===== src/spc_map.svh =====
// spc_map.svh: register indices, field positions, reset values and write masks
// of the sensor power and clock configuration bank
// assumes: included by its bare name; byte address on APB is four times the index
// Behaviour
// [RULE1] clock input power bit, index 20 bit 0, resets to 0
// [RULE2] analog clocks enabled by index 32 bit 0, reset 0
// [RULE3] logic clock enabled by index 32 bit 1, reset 0
// [RULE4] index 32 bit 2 picks PLL (1) or LVDS input (0); register resets 0x0004
// [RULE5] index 32 bit 3 selects 8-bit (1) or 10-bit (0) conversion, reset 0
// [RULE6] general logic enabled only while index 34 bit 0 is 1, reset 0
// [RULE7] pixel core powered up only while index 40 bit 0 is 1, reset 0
// [RULE8] column multiplexer powered up only while index 40 bit 1 is 1
// [RULE9] column bias enabled only while index 40 bit 2 is 1, reset 0
// [RULE10] index 24 bit 0 reads current PLL lock; writes there are ignored
// [RULE11] software writes reserved fields only with defaults, ignores their readback
`ifndef SPC_MAP_SVH
`define SPC_MAP_SVH
`define SPC_IDX_CLKIN 8'h14
`define SPC_IDX_LOCK 8'h18
`define SPC_IDX_RESA 8'h1A
`define SPC_IDX_RESB 8'h1B
`define SPC_IDX_CGEN 8'h20
`define SPC_IDX_GEN 8'h22
`define SPC_IDX_PIX 8'h28
`define SPC_IDX_IRQ_STAT 8'h50
`define SPC_IDX_IRQ_EN 8'h51
`define SPC_IDX_IRQ_CLR 8'h52
`define SPC_B_CLKIN_ON 0
`define SPC_B_ANA 0
`define SPC_B_LOG 1
`define SPC_B_SEL 2
`define SPC_B_ADC 3
`define SPC_B_GEN 0
`define SPC_B_IMC 0
`define SPC_B_MUX 1
`define SPC_B_CB 2
`define SPC_B_LOCK 0
`define SPC_B_EV_GAIN 0
`define SPC_B_EV_LOSS 1
`define SPC_RST_CLKIN 16'h0000
`define SPC_RST_RESA 16'h2182
`define SPC_RST_RESB 16'h3D2D
`define SPC_RST_CGEN 16'h0004
`define SPC_RST_GEN 16'h0000
`define SPC_RST_PIX 16'h0000
`define SPC_RST_IRQ 16'h0000
`define SPC_MSK_CLKIN 16'h0701
`define SPC_MSK_RESA 16'h7FFF
`define SPC_MSK_RESB 16'hFFFF
`define SPC_MSK_CGEN 16'h7F0F
`define SPC_MSK_GEN 16'h0001
`define SPC_MSK_PIX 16'h0007
`define SPC_MSK_IRQ 16'h0003
`endif


===== src/spc_pkg.sv =====
// spc_pkg.sv: types shared by the configuration bank modules
// assumes: spc_map.svh holds the numeric constants
`include "spc_map.svh"
package spc_pkg;
  typedef logic [15:0] spc_word_t;
  typedef logic [7:0] spc_idx_t;

  // control levels driven into the analog and clocking blocks
  typedef struct packed {
    logic clk_in_on;
    logic analog_clk_en;
    logic logic_clk_en;
    logic select_pll;
    logic adc_8bit;
    logic logic_en;
    logic imc_on;
    logic mux_on;
    logic colbias_en;
  } spc_ctrl_s;

  // one register access decoded from the bus
  typedef struct packed {
    logic wr;
    logic rd;
    spc_idx_t idx;
    spc_word_t wdata;
  } spc_acc_s;
endpackage


===== src/spc_apb_slave.sv =====
// spc_apb_slave.sv: APB decode for the configuration bank, zero wait states
// assumes: word-aligned 32-bit accesses; upper 16 data bits are ignored
`include "spc_map.svh"
module spc_apb_slave import spc_pkg::*; #(
  parameter int ADDR_W = 12
) (
  input wire logic clk_i,             // bus clock
  input wire logic rst_n_i,           // synchronous reset, active low
  input wire logic psel_i,            // slave select
  input wire logic penable_i,         // access phase
  input wire logic pwrite_i,          // write direction
  input wire logic [ADDR_W-1:0] paddr_i, // byte address
  input wire logic [31:0] pwdata_i,   // write data
  output spc_acc_s acc_o,             // decoded access
  output logic pready_o,              // access complete
  output logic pslverr_o              // unmapped or misaligned
);
  logic hit_r;
  logic hit_nxt;
  logic setup;

  // the high-address check needs at least one bit above the index field
  if (ADDR_W < 11) begin : g_bad_addr
    $error("ADDR_W must be at least 11");
  end

  function automatic logic is_mapped(input spc_idx_t idx);
    unique case (idx)
      `SPC_IDX_CLKIN, `SPC_IDX_LOCK, `SPC_IDX_RESA, `SPC_IDX_RESB,
      `SPC_IDX_CGEN, `SPC_IDX_GEN, `SPC_IDX_PIX,
      `SPC_IDX_IRQ_STAT, `SPC_IDX_IRQ_EN, `SPC_IDX_IRQ_CLR: is_mapped = 1'b1;
      default: is_mapped = 1'b0;
    endcase
  endfunction

  assign setup = psel_i && !penable_i;

  always_comb begin
    hit_nxt = hit_r;
    if (setup) begin
      hit_nxt = is_mapped(paddr_i[9:2]) && (paddr_i[1:0] == 2'b00)
        && (paddr_i[ADDR_W-1:10] == '0);
    end
  end

  always_ff @(posedge clk_i) begin
    if (!rst_n_i) begin
      hit_r <= 1'b0;
    end else begin
      hit_r <= hit_nxt;
    end
  end

  assign pready_o = psel_i && penable_i;
  assign pslverr_o = psel_i && penable_i && !hit_r;
  assign acc_o.wr = psel_i && penable_i && pwrite_i && hit_r;
  assign acc_o.rd = setup && !pwrite_i;
  // refused addresses point at an unused index so a read returns zero
  assign acc_o.idx = hit_nxt ? paddr_i[9:2] : 8'hFF;
  assign acc_o.wdata = pwdata_i[15:0];
endmodule


===== src/spc_irq.sv =====
// spc_irq.sv: sticky event status, enable mask and level interrupt
// assumes: events are one-cycle pulses in the bus clock domain
module spc_irq import spc_pkg::*; #(
  parameter int NEV = 2
) (
  input wire logic clk_i,            // clock
  input wire logic rst_n_i,          // synchronous reset, active low
  input wire logic [NEV-1:0] ev_i,   // event pulses
  input wire logic en_wr_i,          // enable register write
  input wire logic clr_wr_i,         // clear register write
  input wire logic [NEV-1:0] wdata_i, // write data
  output logic [NEV-1:0] status_o,   // sticky status
  output logic [NEV-1:0] enable_o,   // enable mask
  output logic irq_o                 // level interrupt
);
  logic [NEV-1:0] status_r, status_nxt;
  logic [NEV-1:0] enable_r, enable_nxt;

  if (NEV < 1) begin : g_bad_nev
    $error("NEV must be at least 1");
  end

  always_comb begin
    // a new event wins over a clear in the same cycle
    status_nxt = (status_r & ~(clr_wr_i ? wdata_i : '0)) | ev_i;
    enable_nxt = en_wr_i ? wdata_i : enable_r;
  end

  always_ff @(posedge clk_i) begin
    if (!rst_n_i) begin
      status_r <= '0;
      enable_r <= '0;
    end else begin
      status_r <= status_nxt;
      enable_r <= enable_nxt;
    end
  end

  assign status_o = status_r;
  assign enable_o = enable_r;
  assign irq_o = |(status_r & enable_r);
endmodule


===== src/spc_top.sv =====
// spc_top.sv: sensor power and clock configuration bank behind APB
// assumes: one 250 MHz clock, synchronous active-low reset, PLL lock input
// synchronous to that clock
//
// The APB register port was chosen for this implementation.
`include "spc_map.svh"
module spc_top import spc_pkg::*; #(
  parameter int ADDR_W = 12
) (
  input wire logic CLOCK_I,             // 250 MHz clock
  input wire logic RESET_N_I,           // synchronous reset, active low
  input wire logic PSEL_I,              // APB select
  input wire logic PENABLE_I,           // APB enable
  input wire logic PWRITE_I,            // APB write
  input wire logic [ADDR_W-1:0] PADDR_I, // APB byte address
  input wire logic [31:0] PWDATA_I,     // APB write data
  output logic [31:0] PRDATA_O,         // APB read data
  output logic PREADY_O,                // APB ready
  output logic PSLVERR_O,               // APB error
  input wire logic PLL_LOCK_I,          // PLL lock level
  output spc_ctrl_s CTRL_O,             // power and clock controls
  output logic IRQ_O                    // lock change interrupt
);

  // ----------------------------------------------------------------
  // parameter check
  // ----------------------------------------------------------------
  if (ADDR_W < 11) begin : g_bad_addr
    $error("ADDR_W must be at least 11");
  end

  // ----------------------------------------------------------------
  // bus decode
  // ----------------------------------------------------------------
  spc_acc_s acc;

  spc_apb_slave #(
    .ADDR_W(ADDR_W)
  ) u_apb (
    .clk_i(CLOCK_I),
    .rst_n_i(RESET_N_I),
    .psel_i(PSEL_I),
    .penable_i(PENABLE_I),
    .pwrite_i(PWRITE_I),
    .paddr_i(PADDR_I),
    .pwdata_i(PWDATA_I),
    .acc_o(acc),
    .pready_o(PREADY_O),
    .pslverr_o(PSLVERR_O)
  );

  // ----------------------------------------------------------------
  // configuration registers
  // ----------------------------------------------------------------
  spc_word_t clkin_r, clkin_nxt;
  spc_word_t resa_r, resa_nxt;
  spc_word_t resb_r, resb_nxt;
  spc_word_t cgen_r, cgen_nxt;
  spc_word_t gen_r, gen_nxt;
  spc_word_t pix_r, pix_nxt;

  // reserved bits outside the mask are not stored and read as zero
  function automatic spc_word_t upd(input spc_word_t old, input spc_acc_s a,
                                    input spc_idx_t idx, input spc_word_t msk);
    upd = (a.wr && a.idx == idx) ? (a.wdata & msk) : old;
  endfunction

  always_comb begin
    clkin_nxt = upd(clkin_r, acc, `SPC_IDX_CLKIN, `SPC_MSK_CLKIN); // RULE1
    resa_nxt = upd(resa_r, acc, `SPC_IDX_RESA, `SPC_MSK_RESA);
    resb_nxt = upd(resb_r, acc, `SPC_IDX_RESB, `SPC_MSK_RESB);
    cgen_nxt = upd(cgen_r, acc, `SPC_IDX_CGEN, `SPC_MSK_CGEN); // RULE2
    gen_nxt = upd(gen_r, acc, `SPC_IDX_GEN, `SPC_MSK_GEN); // RULE6
    pix_nxt = upd(pix_r, acc, `SPC_IDX_PIX, `SPC_MSK_PIX); // RULE7
  end

  always_ff @(posedge CLOCK_I) begin
    if (!RESET_N_I) begin
      clkin_r <= `SPC_RST_CLKIN; // RULE1
      resa_r <= `SPC_RST_RESA;
      resb_r <= `SPC_RST_RESB;
      cgen_r <= `SPC_RST_CGEN; // RULE4
      gen_r <= `SPC_RST_GEN; // RULE6
      pix_r <= `SPC_RST_PIX; // RULE9
    end else begin
      clkin_r <= clkin_nxt;
      resa_r <= resa_nxt;
      resb_r <= resb_nxt;
      cgen_r <= cgen_nxt;
      gen_r <= gen_nxt;
      pix_r <= pix_nxt;
    end
  end

  // ----------------------------------------------------------------
  // control outputs
  // ----------------------------------------------------------------
  assign CTRL_O.clk_in_on = clkin_r[`SPC_B_CLKIN_ON]; // RULE1
  assign CTRL_O.analog_clk_en = cgen_r[`SPC_B_ANA]; // RULE2
  assign CTRL_O.logic_clk_en = cgen_r[`SPC_B_LOG]; // RULE3
  assign CTRL_O.select_pll = cgen_r[`SPC_B_SEL]; // RULE4
  assign CTRL_O.adc_8bit = cgen_r[`SPC_B_ADC]; // RULE5
  assign CTRL_O.logic_en = gen_r[`SPC_B_GEN]; // RULE6
  assign CTRL_O.imc_on = pix_r[`SPC_B_IMC]; // RULE7
  assign CTRL_O.mux_on = pix_r[`SPC_B_MUX]; // RULE8
  assign CTRL_O.colbias_en = pix_r[`SPC_B_CB]; // RULE9

  // ----------------------------------------------------------------
  // lock tracking and interrupt
  // ----------------------------------------------------------------
  logic lock_r, lock_nxt;
  logic [1:0] ev;
  logic [1:0] irq_stat;
  logic [1:0] irq_en;

  always_comb begin
    lock_nxt = PLL_LOCK_I;
    ev = '0;
    ev[`SPC_B_EV_GAIN] = PLL_LOCK_I && !lock_r;
    ev[`SPC_B_EV_LOSS] = !PLL_LOCK_I && lock_r;
  end

  always_ff @(posedge CLOCK_I) begin
    if (!RESET_N_I) begin
      lock_r <= 1'b0;
    end else begin
      lock_r <= lock_nxt;
    end
  end

  spc_irq #(
    .NEV(2)
  ) u_irq (
    .clk_i(CLOCK_I),
    .rst_n_i(RESET_N_I),
    .ev_i(ev),
    .en_wr_i(acc.wr && acc.idx == `SPC_IDX_IRQ_EN),
    .clr_wr_i(acc.wr && acc.idx == `SPC_IDX_IRQ_CLR),
    .wdata_i(acc.wdata[1:0]),
    .status_o(irq_stat),
    .enable_o(irq_en),
    .irq_o(IRQ_O)
  );

  // ----------------------------------------------------------------
  // read data
  // ----------------------------------------------------------------
  spc_word_t rd_mux;
  spc_word_t prdata_r, prdata_nxt;

  always_comb begin
    rd_mux = 16'h0000;
    unique case (acc.idx)
      `SPC_IDX_CLKIN: rd_mux = clkin_r;
      `SPC_IDX_LOCK: rd_mux[`SPC_B_LOCK] = PLL_LOCK_I; // RULE10
      `SPC_IDX_RESA: rd_mux = resa_r;
      `SPC_IDX_RESB: rd_mux = resb_r;
      `SPC_IDX_CGEN: rd_mux = cgen_r;
      `SPC_IDX_GEN: rd_mux = gen_r;
      `SPC_IDX_PIX: rd_mux = pix_r;
      `SPC_IDX_IRQ_STAT: rd_mux[1:0] = irq_stat;
      `SPC_IDX_IRQ_EN: rd_mux[1:0] = irq_en;
      default: rd_mux = 16'h0000;
    endcase
    prdata_nxt = acc.rd ? rd_mux : prdata_r;
  end

  always_ff @(posedge CLOCK_I) begin
    if (!RESET_N_I) begin
      prdata_r <= 16'h0000;
    end else begin
      prdata_r <= prdata_nxt;
    end
  end

  assign PRDATA_O = {16'h0000, prdata_r};

  // ----------------------------------------------------------------
  // assertions
  // ----------------------------------------------------------------
  logic rst_seen_r;

  always_ff @(posedge CLOCK_I) begin
    rst_seen_r <= !RESET_N_I;
  end

  property p_clkin_wr;
    @(posedge CLOCK_I) disable iff (!RESET_N_I)
    (acc.wr && acc.idx == `SPC_IDX_CLKIN)
      |=> CTRL_O.clk_in_on == $past(PWDATA_I[0]);
  endproperty
  a_clkin_wr: assert property (p_clkin_wr) else $error("clock input bit not stored"); // RULE1

  property p_ana_wr;
    @(posedge CLOCK_I) disable iff (!RESET_N_I)
    (acc.wr && acc.idx == `SPC_IDX_CGEN)
      |=> CTRL_O.analog_clk_en == $past(PWDATA_I[0]);
  endproperty
  a_ana_wr: assert property (p_ana_wr) else $error("analog clock enable wrong"); // RULE2

  property p_log_wr;
    @(posedge CLOCK_I) disable iff (!RESET_N_I)
    (acc.wr && acc.idx == `SPC_IDX_CGEN)
      |=> CTRL_O.logic_clk_en == $past(PWDATA_I[1]);
  endproperty
  a_log_wr: assert property (p_log_wr) else $error("logic clock enable wrong"); // RULE3

  property p_sel_reset;
    @(posedge CLOCK_I)
    rst_seen_r && RESET_N_I |-> CTRL_O.select_pll && cgen_r == 16'h0004;
  endproperty
  a_sel_reset: assert property (p_sel_reset) else $error("clock generator reset wrong"); // RULE4

  property p_adc_hold;
    @(posedge CLOCK_I) disable iff (!RESET_N_I)
    !(acc.wr && acc.idx == `SPC_IDX_CGEN) |=> $stable(CTRL_O.adc_8bit)
      && $stable(CTRL_O.select_pll);
  endproperty
  a_adc_hold: assert property (p_adc_hold) else $error("width or source changed alone"); // RULE5

  property p_gen_wr;
    @(posedge CLOCK_I) disable iff (!RESET_N_I)
    (acc.wr && acc.idx == `SPC_IDX_GEN) ##1 !(acc.wr && acc.idx == `SPC_IDX_GEN)
      |-> CTRL_O.logic_en == $past(PWDATA_I[0]);
  endproperty
  a_gen_wr: assert property (p_gen_wr) else $error("logic enable not held"); // RULE6

  property p_imc_wr;
    @(posedge CLOCK_I) disable iff (!RESET_N_I)
    (acc.wr && acc.idx == `SPC_IDX_PIX)
      |=> CTRL_O.imc_on == $past(PWDATA_I[0]);
  endproperty
  a_imc_wr: assert property (p_imc_wr) else $error("pixel core power wrong"); // RULE7

  property p_mux_wr;
    @(posedge CLOCK_I) disable iff (!RESET_N_I)
    (acc.wr && acc.idx == `SPC_IDX_PIX)
      |=> CTRL_O.mux_on == $past(PWDATA_I[1]);
  endproperty
  a_mux_wr: assert property (p_mux_wr) else $error("column mux power wrong"); // RULE8

  property p_cb_reset;
    @(posedge CLOCK_I)
    rst_seen_r && RESET_N_I |-> !CTRL_O.colbias_en && !CTRL_O.imc_on
      && !CTRL_O.logic_en && !CTRL_O.clk_in_on;
  endproperty
  a_cb_reset: assert property (p_cb_reset) else $error("power controls not off at reset"); // RULE9

  property p_lock_rd;
    @(posedge CLOCK_I) disable iff (!RESET_N_I)
    (acc.rd && acc.idx == `SPC_IDX_LOCK && !PSLVERR_O)
      |=> PRDATA_O == {31'h0000_0000, $past(PLL_LOCK_I)};
  endproperty
  a_lock_rd: assert property (p_lock_rd) else $error("lock readback wrong"); // RULE10

  property p_irq_level;
    @(posedge CLOCK_I) disable iff (!RESET_N_I)
    (|(ev & irq_en)) ##1 $stable(irq_en) |-> IRQ_O;
  endproperty
  a_irq_level: assert property (p_irq_level) else $error("enabled event gave no interrupt");

  property p_sel_wr;
    @(posedge CLOCK_I) disable iff (!RESET_N_I)
    (acc.wr && acc.idx == `SPC_IDX_CGEN)
      |=> CTRL_O.select_pll == $past(PWDATA_I[2]);
  endproperty
  a_sel_wr: assert property (p_sel_wr) else $error("clock source select wrong"); // RULE4

  property p_adc_wr;
    @(posedge CLOCK_I) disable iff (!RESET_N_I)
    (acc.wr && acc.idx == `SPC_IDX_CGEN)
      |=> CTRL_O.adc_8bit == $past(PWDATA_I[3]);
  endproperty
  a_adc_wr: assert property (p_adc_wr) else $error("conversion width wrong"); // RULE5

  property p_cb_wr;
    @(posedge CLOCK_I) disable iff (!RESET_N_I)
    (acc.wr && acc.idx == `SPC_IDX_PIX)
      |=> CTRL_O.colbias_en == $past(PWDATA_I[2]);
  endproperty
  a_cb_wr: assert property (p_cb_wr) else $error("column bias enable wrong"); // RULE9

  property p_clkin_hold;
    @(posedge CLOCK_I) disable iff (!RESET_N_I)
    !(acc.wr && acc.idx == `SPC_IDX_CLKIN) |=> $stable(CTRL_O.clk_in_on);
  endproperty
  a_clkin_hold: assert property (p_clkin_hold) else $error("clock input bit changed alone"); // RULE1

  property p_pix_hold;
    @(posedge CLOCK_I) disable iff (!RESET_N_I)
    !(acc.wr && acc.idx == `SPC_IDX_PIX) |=> $stable(CTRL_O.imc_on)
      && $stable(CTRL_O.mux_on) && $stable(CTRL_O.colbias_en);
  endproperty
  a_pix_hold: assert property (p_pix_hold) else $error("core power changed alone"); // RULE8

  c_cgen_wr: cover property (@(posedge CLOCK_I) disable iff (!RESET_N_I)
    acc.wr && acc.idx == `SPC_IDX_CGEN);
  c_lock_rd: cover property (@(posedge CLOCK_I) disable iff (!RESET_N_I)
    acc.rd && acc.idx == `SPC_IDX_LOCK ##1 PLL_LOCK_I);
  c_err: cover property (@(posedge CLOCK_I) disable iff (!RESET_N_I) PSLVERR_O);
  c_irq: cover property (@(posedge CLOCK_I) disable iff (!RESET_N_I) $rose(IRQ_O));
  c_pix_wr: cover property (@(posedge CLOCK_I) disable iff (!RESET_N_I)
    acc.wr && acc.idx == `SPC_IDX_PIX);

endmodule


===== config.mk =====
export PLATFORM = sky130hd
export DESIGN_NAME = spc_top
export DESIGN_NICKNAME = d
export VERILOG_FILES = /design/src/spc_pkg.sv /design/src/spc_apb_slave.sv /design/src/spc_irq.sv /design/src/spc_top.sv
export VERILOG_INCLUDE_DIRS = /design/src
export SDC_FILE = /design/constraint.sdc
export NUM_CORES = 1
export LEC_CHECK = 0
export BUFFER_PORTS_ARGS = -buffer_cell sky130_fd_sc_hd__buf_4
export CORE_ASPECT_RATIO = 0.9
export CORE_MARGIN = 3
export CORE_UTILIZATION = 53
export DETAILED_ROUTE_END_ITERATION = 8
export HOLD_SLACK_MARGIN = 0.06
export PLACE_DENSITY = 0.83
export SLEW_MARGIN = 10
export SYNTH_ARGS = -nofsm -noshare
export SYNTH_HDL_FRONTEND = slang
export SYNTH_SLANG_ARGS = --single-unit

===== constraint.sdc =====
create_clock -name CLOCK_I -period 2.4 [get_ports CLOCK_I]
set_input_delay 0.24 -clock CLOCK_I [delete_from_list [all_inputs] [get_ports CLOCK_I]]
set_output_delay 0.24 -clock CLOCK_I [all_outputs]
set_load 0.1 [all_outputs]

### Yosys cells after proc, flatten, opt, wreduce, memory -nomap -nowiden

Cells that the tools add are included.
W data, S select, Z words.

* flip-flop bits (word level): 72
* input bits: 50
* output and inout bits: 44
* word-level logic and storage cells: 70

* eq/ne operators: 20
* muxes and demuxes: 8
* bitwise gates (word level): 4
* reductions and logical operators: 27

Operator list (count)
* $pmux W14 S5: 1
* $eq A8 B5 Y1 const B: 8
* $eq A8 B6 Y1 const B: 6
* $eq A8 B7 Y1 const B: 6
* $logic_and A1 B1 Y1: 18
* $reduce_or A10 Y1: 1
* $pmux W1 S9: 1
* $mux W8: 1
* $pmux W1 S6: 1
* $logic_not A1 Y1: 5
* $and A2 B2 Y2: 2
* $logic_not A2 Y1: 2
* $mux W1: 3
* $mux W2: 1
* $not A2 Y2: 1
* $or A2 B2 Y2: 1
* $reduce_or A2 Y1: 1

### Depth between registers and ports, before layout

Gate-level depths: netlist of the first run.

* word-level depth: 14
* gate-level depth with buffers: 8
* mapped depth without buffers: 5

### Cells and area by module

From an unflattened synthesis of the first run, not the netlist that was laid out.

* cell total of the unflattened synthesis: 462
* area total of the unflattened synthesis: 3661.0 um2

Modules (own cells, without submodules)
* spc_top: times used 1, cells each 385, area an instance 3074.2 um2, seq. area each 1341.3 um2
* spc_apb_slave: times used 1, cells each 62, area an instance 435.4 um2, seq. area each 20.0 um2
* spc_irq: times used 1, cells each 15, area an instance 151.4 um2, seq. area each 80.1 um2

### Worst setup path after synthesis of the first run

No wires, ideal clock.

* path type: input-to-output
* start: input port PENABLE_I
* end: output port PSLVERR_O
* data arrival time: 2.455 ns
* data required time: 2.160 ns
* path slack: -0.295 ns
* stages: 2
* buffers on the path: 0
* path through: and2_1 > nor2b_1

* cells in the longest elaborated chain, start to end: 2

Ends and longest elaborated chain
* start: declaration: RTL line spc_top.sv:13 `input wire logic PENABLE_I,`
* $logic_and A1 B1 Y1 (2 in series): RTL line spc_apb_slave.sv:55 `assign pslverr_o = psel_i && penable_i && !hit_r;`
* end: declaration: RTL line spc_top.sv:19 `output logic PSLVERR_O,`

Every way passes these cells.

### Worst setup path in the final report of the first run

* start: input port PADDR_I[2]
* end: register cgen_r[2]

* cells in the longest elaborated chain, start to end: 10
* elaborated cells on any way between the ends: 19
* classes of those cells: 11 x eq/ne; 4 x mux; 4 x reduce/logical

Ends and longest elaborated chain
* start: declaration: RTL line spc_top.sv:15 `input wire logic [ADDR_W-1:0] PADDR_I,`
* $eq A8 B5 Y1, or another cell as far along: RTL line spc_apb_slave.sv:28 `unique case (idx)`
* $reduce_or A10 Y1: RTL line spc_apb_slave.sv:28
* $mux W1: RTL line spc_apb_slave.sv:28
* $mux W1: RTL line spc_apb_slave.sv:40 `if (setup) begin`
* $logic_and A1 B1 Y1: RTL line spc_apb_slave.sv:41 `hit_nxt = is_mapped(paddr_i[9:2]) && (paddr_i[1:0] == 2'b00)`
* $logic_and A1 B1 Y1: RTL line spc_apb_slave.sv:42 `&& (paddr_i[ADDR_W-1:10] == '0);`
* $mux W1: RTL line spc_apb_slave.sv:40
* $mux W8 *: RTL line spc_apb_slave.sv:59 `assign acc_o.idx = hit_nxt ? paddr_i[9:2] : 8'hFF;`
* $eq A8 B6 Y1 *: RTL line spc_top.sv:65 `upd = (a.wr && a.idx == idx) ? (a.wdata & msk) : old;`
* $logic_and A1 B1 Y1 *: RTL line spc_top.sv:65
* end signal: assignment: RTL line spc_top.sv:82 `` cgen_r <= `SPC_RST_CGEN; ``
* end signal: assignment: RTL line spc_top.sv:89 `cgen_r <= cgen_nxt;`
* end: declaration: RTL line spc_top.sv:58 `spc_word_t cgen_r, cgen_nxt;`

Every way passes the cells marked *; elsewhere a longest branch is shown, timed or not. The select of a mux whose other input is x is not followed.
A chain may end at the register's enable or synchronous reset.

==> out/results.md, run 1 <==
| Result | Reported | Unit |
| --- | --- | --- |
| Outcome | finished clean | - |
| Count of flip-flops with a built-in enable after synthesis | 0 | - |
| Worst Hold Path Cells | 3 | - |
| Final hold violation count | 0 | - |
| CP Launch Type | input pin | - |
| Number of maximum-capacitance violations | 0 | - |
| Cells traversed along the worst timing path | buf_4 > or4_1 > nor2b_1 > nand2_1 > nand2_1 > nand3_1 | - |
| Setup crit end kind | flop | - |
| Clock-pin transition on the worst setup and hold timing paths | 80 | ps |
| Capture point of the worst reg-to-reg path | resb_r[0]$_SDFFE_PN1P_ | - |
| WS Path Type | input pin to flop | - |
| Crit-path max FO | 16 | - |
| Count of instances resized after the clock tree is built | 0 | - |
| Net load switching power | 669.5 | uW |
| Vias per inst | 5.484 | - |
| First-pass GRT wire length | 13240 | um |
| RSZ-0062 raised after global routing | false | - |
| Die extent in x | 91.99 | um |
| Multiplexer area fraction after synthesis | 15.79 | % |
| Number of placement rows | 27 | - |
| VDD IR max | 472.8 | uV |
| Switching share of total power | 26.15 | % |
| Post-Synth Simple-Gate Area | 22.38 | % |
| Cell with the largest stage delay on the worst path | sky130_fd_sc_hd__or4_1 | - |
| Root Driver | sky130_fd_sc_hd__clkbuf_8 | - |
| Count of buffers added by post-CTS timing repair for setup | 0 | - |
| Seq cells post-synth | 72 | - |
| Port Buf Inserts | 61 | - |
| Period utilization | 79.91 | % |
| Post-route clock skew | 6.659 | ps |
| Initial core utilization | 56.13 | % |
| Number of buffers added by the clock tree synthesis step | 9 | - |
| Syn Std Cell Area | 0.003527 | mm2 |
| Capture endpoint of the worst hold path | resb_r[5]$_SDFFE_PN1P_ | - |
| Total congestion overflow after global routing | 0 | - |
| Max Root-Sink Buffers | 2 | - |
| Most numerous cell on the critical path | sky130_fd_sc_hd__nand2_1 | - |
| Count of final setup violators | 0 | - |
| Worst r2r path cells | 4 | - |
| Final Max Slew Viols | 0 | - |
| WP data required | 2620 | ps |
| Via count of the first global-routing pass | 2720 | - |
| Complex-gate fraction of the synthesized area | 12.74 | % |
| Number of iterations in the first detailed-routing pass | 4 | - |
| Most used cells in the layout excluding fill and tap cells | 72 x sky130_fd_sc_hd__dfxtp_1, 68 x sky130_fd_sc_hd__buf_4, 50 x sky130_fd_sc_hd__mux2i_1, 44 x sky130_fd_sc_hd__nand2_1, 29 x sky130_fd_sc_hd__nor2b_1 | - |
| Sequential share of the synthesized area | 40.87 | % |
| Synthesized-area fraction occupied by xor and xnor cells | 0 | % |
| Largest net degree at the start of global routing | 35 | - |
| Main combinational cell family by area after synthesis | simple AND/OR/NAND/NOR gates | - |
| Crit. Startpoint | PADDR_I[2] | - |
| Fraction of layout instances using a drive strength above 1 | 24.11 | % |
| Vert. Die Dim | 83.39 | um |
| CTS tree | done | - |
| Layout Nets | 468 | - |
| I/O pin count | 94 | - |
| Final wirelength | 8072 | um |
| Insertion delay of the later-clocked pin in the worst-skew pair | 340 | ps |
| Hold Crit Start | PWDATA_I[5] | - |
| Via count | 2797 | - |
| Minimum setup slack among reg-to-reg paths | 690 | ps |
| Total number of yosys warnings | 0 | - |
| Setup TNS | 0 | ps |
| CTS hold repair buffers | 0 | - |
| Sum of net half-perimeters after detailed placement | 5621 | um |
| Lkg Pwr | 1.736 | nW |
| WHS | 120.8 | ps |
| Final worst path period need | 1918 | ps |
| Routed length per instance | 15.83 | um |
| Post-route antenna net violation count | 0 | - |
| CP arrival | 2140 | ps |
| Die ar. | 0.007671 | mm2 |
| Synth-to-layout area growth | 17.63 | % |
| Share of synthesized registers carrying an async set or reset | 0 | % |
| Pint | 1.891 | mW |
| Clock network power share | 42.1 | % |
| Syn Area/Cell | 9.559 | um2 |
| Path class of the lowest-slack min-delay path | input pin to flop | - |
| Cell count after synthesis | 369 | - |
| Worst reg2reg path startpoint | u_apb.hit_r$_SDFF_PN0_ | - |
| Post-Synth Adder-Cell Area | 0 | % |
| Most common flop cell mapped by yosys | sky130_fd_sc_hd__dfxtp_1 | - |
| Number of antenna violations at the first check in global routing | 0 | - |
| Number of remaining DRC errors | 0 | - |
| Commonest non-fill, non-tap cell in the layout | sky130_fd_sc_hd__dfxtp_1 | - |
| DRC marker count from the first detailed-route iteration | 151 | - |
| FMAX | 521.4 | MHz |
| Relative slew margins | 63.27 | % |
| Share of total power in sequential cells | 46.8 | % |
| Total Routing Usage GR | 21.63 | % |
| Ratio of total power to cell area | 617.2 | mW/mm2 |
| Stage delay of the slowest cell on the critical path | 540 | ps |
| Core region area | 0.006284 | mm2 |
| Sink Count | 72 | - |
| Share of total power in combinational logic | 11.1 | % |
| CTS HTree Levels | 3 | - |
| Final weighted congestion in routability-driven placement | 0.8504 | - |
| Number of library cell types mapped by synthesis | 51 | - |
| Worst Tran Pin Value | 551.0 | ps |
| N_diodes | 0 | - |
-- cell families after synthesis --
kind of cell / Yosys count
AND/OR/NAND/NOR: 136
other: 1
multiplexers: 55
AO/OA/AOI/OAI: 60
buffers and inverters: 45
flip-flops: 72
-- stage by stage --
stage	utilization, %	instances	power, mW	worst slack (ps)	area [um2]
final	66.03	510	2.561	482.2	4149
after global routing	66.03	510	2.644	343.9	4149
after CTS	66.03	510	2.573	527.1	4149
after detailed placement	62.37	494	1.507	201.3	3919
after global placement	62.37	494	1.505	221.9	3919
after floorplan	-	384	1.452	167.8	3586
-- how the worst max path moves through the flow --
stage / endpoint / slack [ps] / cells after the start
2_1_floorplan: PSLVERR_O / 170 / 2
3_3_place_gp: cgen_r[2]$_SDFFE_PN1P_ / 220 / 6
3_5_place_dp: cgen_r[13]$_SDFFE_PN0P_ / 200 / 6
4_1_cts: cgen_r[2]$_SDFFE_PN1P_ / 530 / 6
5_1_grt: cgen_r[13]$_SDFFE_PN0P_ / 340 / 6
6_report: cgen_r[2]$_SDFFE_PN1P_ / 480 / 6
-- final cells by class --
class | instances | area (um2)
Fill cell | 522 | 2135
Multi-Input combinational cell | 267 | 1858
Sequential cell | 72 | 1441
Timing Repair Buffer | 68 | 510.5
Clock buffer | 10 | 137.6
Tap cell | 87 | 108.9
Clock inverter | 6 | 92.59
-- cells in the mapped netlist, types with 2 or more instances --
cell	instances	area share, %
sky130_fd_sc_hd__o21ai_0	12	1.7
sky130_fd_sc_hd__nand3b_1	2	0.43
sky130_fd_sc_hd__clkbuf_1	11	1.2
sky130_fd_sc_hd__nand3_4	2	0.99
sky130_fd_sc_hd__a22oi_1	2	0.43
sky130_fd_sc_hd__and2_1	5	0.89
sky130_fd_sc_hd__mux2i_1	50	14
sky130_fd_sc_hd__nand2_1	44	4.7
sky130_fd_sc_hd__nand4_1	4	0.71
sky130_fd_sc_hd__buf_2	9	1.3
sky130_fd_sc_hd__nor2b_1	30	5.3
sky130_fd_sc_hd__a22o_1	10	2.5
sky130_fd_sc_hd__nor2_1	8	0.85
sky130_fd_sc_hd__buf_4	22	4.7
sky130_fd_sc_hd__nand3_1	19	2.7
sky130_fd_sc_hd__o21a_1	2	0.43
sky130_fd_sc_hd__and3_2	2	0.43
sky130_fd_sc_hd__dfxtp_1	72	41
sky130_fd_sc_hd__or2_2	2	0.35
sky130_fd_sc_hd__mux2_2	5	1.6
sky130_fd_sc_hd__nand2b_1	3	0.53
sky130_fd_sc_hd__nor4b_1	2	0.50
sky130_fd_sc_hd__a21boi_0	19	4.0
sky130_fd_sc_hd__or4_1	2	0.43
sky130_fd_sc_hd__a221o_1	3	0.85
sky130_fd_sc_hd__a21oi_1	2	0.28
-- state kept, by name, indices dropped and copies added (netlist names) --
name / flops
cgen_r: 11
clkin_r: 4
gen_r: 1
lock_r: 1
pix_r: 3
prdata_r: 16
resa_r: 15
resb_r: 16
u_apb.hit_r: 1
u_irq.enable_o: 2
u_irq.status_o: 2
-- worst max-delay path: cells and delay by family --
kind,cells,cell delay (ps)
buf+inv,1,180
simple gates,5,1710
-- metal layers --
metal	share of wire, %	vias to the layer above	GRT usage, %
li1	-	1367	-
met2	49	104	35.34
met1	42	1317	27.49
met3	7.2	9	5.888
met5	0	-	0
met4	1.1	0	7.422
-- power by group through the flow --
stage / registers (mW) / logic [mW] / clock network (mW)
6_report: 1.20 / 0.283 / 1.08
5_1_grt: 1.20 / 0.299 / 1.15
3_3_place_gp: 1.23 / 0.278 / 0
3_5_place_dp: 1.23 / 0.281 / 0
4_1_cts: 1.20 / 0.282 / 1.09
2_1_floorplan: 1.23 / 0.226 / 0
No activity file was read; power rests on OpenSTA's default activity.
==> run 2: changes to the inputs <==
- clock period: 2.4 -> 2 ns (I/O delays scaled with it)
==> run 2 against run 1 <==
Combinational power grew 21%. Sequential power increased by 20%. Worst hold slack got worse by 49 ps. Sequential share of layout area is 0.50 points lower.
==> out/results.md, run 2 (same netlist as run 1, synthesis figures left out) <==
| Result | Reported | Unit |
| --- | --- | --- |
| Post-route clock skew | 15.27 | ps |
| Final hold violation count | 0 | - |
| Cell with the largest stage delay on the worst path | sky130_fd_sc_hd__or4_1 | - |
| Via count of the first global-routing pass | 2860 | - |
| First-pass GRT wire length | 13410 | um |
| GR Layer Usage met3 | 5.435 | % |
| Count of final setup violators | 0 | - |
| CTS HTree Levels | 3 | - |
| WS Path Type | input pin to flop | - |
| Die extent in x | 91.99 | um |
| Total Routing Usage GR | 21.71 | % |
| Vias per inst | 5.501 | - |
| Placed cell area | 0.003983 | mm2 |
| WHS | 71.69 | ps |
| Met1 Use GR | 26.53 | % |
| Insertion delay of the later-clocked pin in the worst-skew pair | 360 | ps |
| Setup crit end kind | flop | - |
| Final wirelength | 8139 | um |
| Worst Tran Pin Value | 573.7 | ps |
| CP arrival | 1850 | ps |
| VDD IR max | 490.6 | uV |
| Total congestion overflow after global routing | 0 | - |
| Final worst setup slack | 371.2 | ps |
| Most numerous cell on the critical path | sky130_fd_sc_hd__nand2_1 | - |
| Initial core utilization | 56.13 | % |
| Routed length per instance | 15.80 | um |
| Sink Count | 72 | - |
| Post-layout total power | 3.083 | mW |
| Root Driver | sky130_fd_sc_hd__clkbuf_8 | - |
| Ratio of total power to cell area | 732.4 | mW/mm2 |
| Port Buf Inserts | 61 | - |
| Grt met2 use | 36.87 | % |
| Worst reg2reg path startpoint | u_apb.hit_r$_SDFF_PN0_ | - |
| CTS tree | done | - |
| Layout Nets | 473 | - |
| RSZ-0062 raised after global routing | false | - |
| Number of placement rows | 27 | - |
| Max Root-Sink Buffers | 2 | - |
| Count of instances resized after the clock tree is built | 0 | - |
| Most used cells in the layout excluding fill and tap cells | 72 x sky130_fd_sc_hd__dfxtp_1, 71 x sky130_fd_sc_hd__buf_4, 50 x sky130_fd_sc_hd__mux2i_1, 44 x sky130_fd_sc_hd__nand2_1, 29 x sky130_fd_sc_hd__nor2b_1 | - |
| Fillers | 498 | - |
| Synth-to-layout area growth | 19.33 | % |
| Post-route antenna net violation count | 0 | - |
| DRC marker count from the first detailed-route iteration | 127 | - |
| Post-place setup slack | 1.909 | ps |
| Design Area, Final | 0.004209 | mm2 |
| Vert. Die Dim | 83.39 | um |
| Crit-path max FO | 11 | - |
| Count of buffers added by post-CTS timing repair for setup | 0 | - |
| N_diodes | 0 | - |
| Final weighted congestion in routability-driven placement | 0.8846 | - |
| Setup TNS | 0 | ps |
| Fraction of layout instances using a drive strength above 1 | 25.23 | % |
| Outcome | finished clean | - |
| I/O pin count | 94 | - |
| Number of antenna violations at the first check in global routing | 0 | - |
| Path class of the lowest-slack min-delay path | input pin to flop | - |
| Hold Crit Start | PWDATA_I[5] | - |
| Commonest non-fill, non-tap cell in the layout | sky130_fd_sc_hd__dfxtp_1 | - |
| Sum of net half-perimeters after detailed placement | 5751 | um |
| Period utilization | 81.44 | % |
| Stage delay of the slowest cell on the critical path | 580 | ps |
| Global route hottest layer | met2 | - |
| WP data required | 2230 | ps |
| Via count | 2833 | - |
| Largest net degree at the start of global routing | 34 | - |
| Number of maximum-capacitance violations | 0 | - |
| Relative slew margins | 61.75 | % |
| Registers with the most flip-flops | prdata_r x16, resb_r x16, resa_r x15 | - |
| Number of buffers added by the clock tree synthesis step | 9 | - |
| CTS hold repair buffers | 0 | - |
| Die ar. | 0.007671 | mm2 |
| Final worst path period need | 1629 | ps |
| Lkg Pwr | 1.774 | nW |
| Clock-pin transition on the worst setup and hold timing paths | 90 | ps |
| Cells traversed along the worst timing path | buf_4 > or4_1 > nor2b_1 > nand2_1 > nand2_1 > nand3_1 | - |
| Final Max Slew Viols | 0 | - |
| Core region area | 0.006284 | mm2 |
| CP Launch Type | input pin | - |
| Number of remaining DRC errors | 0 | - |
| Crit. Startpoint | PADDR_I[4] | - |
| FMAX | 614.0 | MHz |
| Number of iterations in the first detailed-routing pass | 7 | - |
run 2: report_power, final:
group | leakage (nW) | switching, mW | total (mW) | internal (mW)
clock | 0.116 | 0.583 | 1.30 | 0.719
sequential | 0.581 | 0.00234 | 1.44 | 1.44
combinational | 1.08 | 0.247 | 0.343 | 0.0963
total | 1.77 | 0.832 | 3.08 | 2.25
run 2: metal layers:
metal,part of all wire (%),up-vias
met4,1.4,0
met3,5.3,11
li1,-,1380
met5,0,-
met1,44,1364
met2,49,78
run 2: worst max-delay path, delay by kind of cell:
| kind | cells | cell delay [ps] |
|---|---|---|
| buf+inv | 1 | 140 |
| simple gates | 5 | 1510 |
run 2: path summary, 6_finish.rpt:
kind / slack [ps] / cells after the start / end
worst max-delay path: 370 / 6 / cgen_r[2]$_SDFFE_PN1P_
worst min register to register: 460 / 2 / prdata_r[7]$_SDFFE_PN0P_
worst min-delay path: 70 / 3 / resb_r[5]$_SDFFE_PN1P_
worst max register to register: 370 / 4 / resb_r[2]$_SDFFE_PN1P_
run 2: per-stage QoR:
step / util (%) / std cells
2_1_floorplan: - / 384
3_3_place_gp: 63.38 / 499
3_5_place_dp: 63.38 / 499
4_1_cts: 66.99 / 515
5_1_grt: 66.99 / 515
6_report: 66.99 / 515
run 2: cell type report:
type / instances / area [um2] / share of cell area (%)
tap: 87 / 108.9 / 2.586
clock buffer: 9 / 123.9 / 2.943
sequential: 72 / 1441 / 34.24
timing repair buffer: 73 / 573.1 / 13.61
multi-input combinational: 267 / 1859 / 44.17
clock inverter: 7 / 102.6 / 2.438
==> run 3: changes to the inputs <==
- ABC_AREA: unset -> 1
- CORE_UTILIZATION: 53 -> 47
- PLACE_DENSITY: 0.83 -> 0.78
- clock period: 2 -> 1.4 ns (I/O delays scaled with it)
==> run 3 against run 2 <==
The flow now finishes with violations (negative setup slack). Cell area increased by 20%. Register-to-register slack got worse by 640 ps. Wire length increased by 32%. Sequential share of layout area decreased by 5.7 points. First-iteration DRC count increased to 2.7 times the previous value. Global-route usage increased by 1.2 points. Via count increased by 31%. Clock-buffer cell count increased by 1. Largest cell class unchanged. Combinational power increased by 68%. Utilization increased by 4.1 points. Critical path depth increased by 4.
==> out/results.md, run 3 <==
| Result | Reported | Unit |
| --- | --- | --- |
| Setup crit end kind | flop | - |
| Most used cells in the layout excluding fill and tap cells | 92 x sky130_fd_sc_hd__buf_4, 86 x sky130_fd_sc_hd__nand2_1, 70 x sky130_fd_sc_hd__dfxtp_1, 53 x sky130_fd_sc_hd__nor2_1, 38 x sky130_fd_sc_hd__nand3_1 | - |
| Port Buf Inserts | 61 | - |
| Root Driver | sky130_fd_sc_hd__clkbuf_8 | - |
| Commonest non-fill, non-tap cell in the layout | sky130_fd_sc_hd__buf_4 | - |
| N_diodes | 0 | - |
| Net load switching power | 1.232 | mW |
| Post-layout total power | 4.330 | mW |
| Top cells by area, synth | sky130_fd_sc_hd__dfxtp_1 41%, sky130_fd_sc_hd__nand2_1 11%, sky130_fd_sc_hd__nor2_1 6.9% | - |
| Number of antenna violations at the first check in global routing | 0 | - |
| Sink Count | 72 | - |
| Fillers | 487 | - |
| Most numerous cell on the critical path | sky130_fd_sc_hd__nand2_4 | - |
| Number of remaining DRC errors | 0 | - |
| Share of synthesized registers carrying an async set or reset | 0 | % |
| Most common flop cell mapped by yosys | sky130_fd_sc_hd__dfxtp_1 | - |
| CP top delay family | simple AND/OR/NAND/NOR gates | - |
| Count of final setup violators | 70 | - |
| Worst Tran Pin Value | 509.8 | ps |
| Storage element area | 0.001444 | mm2 |
| Cell type with the largest total area after synthesis | sky130_fd_sc_hd__dfxtp_1 | - |
| Total congestion overflow after global routing | 0 | - |
| Stage delay of the slowest cell on the critical path | 340 | ps |
| WHS | 83.30 | ps |
| Total number of yosys warnings | 0 | - |
| Via count of the first global-routing pass | 3239 | - |
| Pint | 3.098 | mW |
| VDD IR max | 693.9 | uV |
| Number of buffer and inverter instances along the worst setup path | 2 | - |
| Share of total power in combinational logic | 13.3 | % |
| Number of library cell types mapped by synthesis | 31 | - |
| First-pass GRT wire length | 15760 | um |
| Crit-path max FO | 11 | - |
| Post-route clock skew | 9.215 | ps |
| Number of iterations in the first detailed-routing pass | 5 | - |
| Cell count after synthesis | 484 | - |
| Post-Route Utilization | 71.08 | % |
| Syn Std Cell Area | 0.003490 | mm2 |
| Vias per inst | 5.348 | - |
| CTS HTree Levels | 3 | - |
| I/O pin count | 94 | - |
| DRC marker count from the first detailed-route iteration | 349 | - |
| Cell with the largest stage delay on the worst path | sky130_fd_sc_hd__dfxtp_2 | - |
| Final wirelength | 10740 | um |
| Post-route antenna net violation count | 0 | - |
| Synth-to-layout area growth | 44.85 | % |
| Cells traversed along the worst timing path | nand2_2 > nand2_4 > nand3_4 > nor2_8 > nand2_4 > nor2_4 > buf_12 > inv_16 > o21ai_2 > a21oi_1 | - |
| Die extent in x | 96.83 | um |
| Share of total power in sequential cells | 47.6 | % |
| Number of buffers added by the clock tree synthesis step | 9 | - |
| Initial core utilization | 49.07 | % |
| Syn Area/Cell | 7.210 | um2 |
| Relative slew margins | 65.81 | % |
| CTS tree | done | - |
| Final worst path period need | 1672 | ps |
| Switching share of total power | 28.45 | % |
| Final hold violation count | 0 | - |
| Failing checks | negative setup slack | - |
| CP arrival | 1920 | ps |
| Ratio of total power to cell area | 856.5 | mW/mm2 |
| Core region area | 0.007112 | mm2 |
| Layout Nets | 644 | - |
| Area used by multi-input combinational logic | 0.001979 | mm2 |
| Period utilization | 119.4 | % |
| Most instantiated cells after synthesis | 101 x sky130_fd_sc_hd__nand2_1, 72 x sky130_fd_sc_hd__dfxtp_1, 64 x sky130_fd_sc_hd__nor2_1 | - |
| Lkg Pwr | 2.269 | nW |
| Clock-pin transition on the worst setup and hold timing paths | 80 | ps |
| Number of placement rows | 29 | - |
| Number of maximum-capacitance violations | 0 | - |
| Count of flip-flops with a built-in enable after synthesis | 0 | - |
| Via count | 3701 | - |
| Max Root-Sink Buffers | 2 | - |
| FMAX | 598.1 | MHz |
| Final Max Slew Viols | 0 | - |
| Sum of net half-perimeters after detailed placement | 6586 | um |
| Insertion delay of the later-clocked pin in the worst-skew pair | 350 | ps |
| Final weighted congestion in routability-driven placement | 0.8716 | - |
| CP Launch Type | flop | - |
| Final worst setup slack | -271.9 | ps |
| Vert. Die Dim | 87.75 | um |
| WS Path Type | flop to flop | - |
| RSZ-0062 raised after global routing | true | - |
| WP data required | 1640 | ps |
| Clock network power share | 39.1 | % |
| Total Routing Usage GR | 22.89 | % |
| Outcome | complete, but fails checks | - |
| Fraction of layout instances using a drive strength above 1 | 38.23 | % |
| Seq cells post-synth | 72 | - |
| Cell with the most instances after synthesis | sky130_fd_sc_hd__nand2_1 | - |
| Setup TNS | -11670 | ps |
| Sequential share of the synthesized area | 41.31 | % |
| Path class of the lowest-slack min-delay path | input pin to flop | - |
| Die ar. | 0.008496 | mm2 |
| Registers with the most flip-flops | prdata_r x16, resb_r x16, resa_r x15 | - |
| Routed length per instance | 15.53 | um |
| Post-synth top area share | 41.31 | % |
| Largest net degree at the start of global routing | 48 | - |
==> run 3: cells by family (layout without fill, tap and decap cells) <==
kind of cell           after synthesis  after routing  synth area share [%]
buffers and inverters               82            182                 12.76
flip-flops                          72             72                 41.31
AND/OR/NAND/NOR                    236            236                 30.94
AO/OA/AOI/OAI                       93             93                 14.88
other                                1             16                0.1075
==> run 3: per-stage QoR <==
step                cells  setup WS, ps  cell area [um2]
floorplan             499        -319.5             3627
global placement      650        -470.9             4232
detailed placement    650        -520.8             4232
CTS                   689        -123.8             4772
global route          692        -376.4             5055
finish                692        -271.9             5055
==> run 3: worst paths after layout <==
kind / endpoint / start / cells past startpoint / slack (ps)
worst min register to register: cgen_r[8]$_SDFFE_PN0P_ / cgen_r[8]$_SDFFE_PN0P_ / 2 / 460
worst max-delay path: resb_r[1]$_SDFFE_PN0P_ / u_apb.hit_r$_SDFF_PN0_ / 10 / -270
worst max register to register: resb_r[1]$_SDFFE_PN0P_ / u_apb.hit_r$_SDFF_PN0_ / 10 / -270
worst min-delay path: u_irq.status_o[0]$_SDFF_PN0_ / PWDATA_I[0] / 4 / 80
==> run 3: worst min-delay path, cell delays in order <==
cell	delay, ps
sky130_fd_sc_hd__buf_4	90
sky130_fd_sc_hd__nand2_1	50
sky130_fd_sc_hd__nand3_1	50
sky130_fd_sc_hd__o21ai_0	60
==> run 3: repair_timing <==
item | CTS | global route
setup buffers | 8 | 2
hold buffers | 13 | 0
setup endpoints to repair | 70 | 71
cloned | 2 | 1
hold endpoints to repair | 28 | 0
pin swaps | 10 | 13
gates resized for setup | 48 | 67
==> run 3: per-layer routing <==
metal	vias to the layer above	wire [um]	track usage, %	share of wire, %
met1	1723	4408	30.48	41
li1	1756	-	-	-
met3	22	920	5.255	8.6
met2	200	5263	37.41	49
met4	0	152	7.143	1.4
met5	-	0	0	0
==> run 3: layout make-up <==
cell class / instances / area share (%)
Clock inverter: 6 / 1.337
Sequential cell: 72 / 28.56
Timing Repair inverter: 2 / 0.3960
Tap cell: 93 / 2.302
Multi-Input combinational cell: 345 / 39.16
Inverter: 42 / 4.035
Timing Repair Buffer: 122 / 21.49
Clock buffer: 10 / 2.723
==> run 3: power groups by stage <==
stage / clock network, mW / registers [mW] / logic, mW
2_1_floorplan: 0 / 2.13 / 0.349
3_3_place_gp: 0 / 2.11 / 0.506
3_5_place_dp: 0 / 2.11 / 0.506
4_1_cts: 1.70 / 2.06 / 0.546
5_1_grt: 1.78 / 2.06 / 0.601
6_report: 1.69 / 2.06 / 0.575
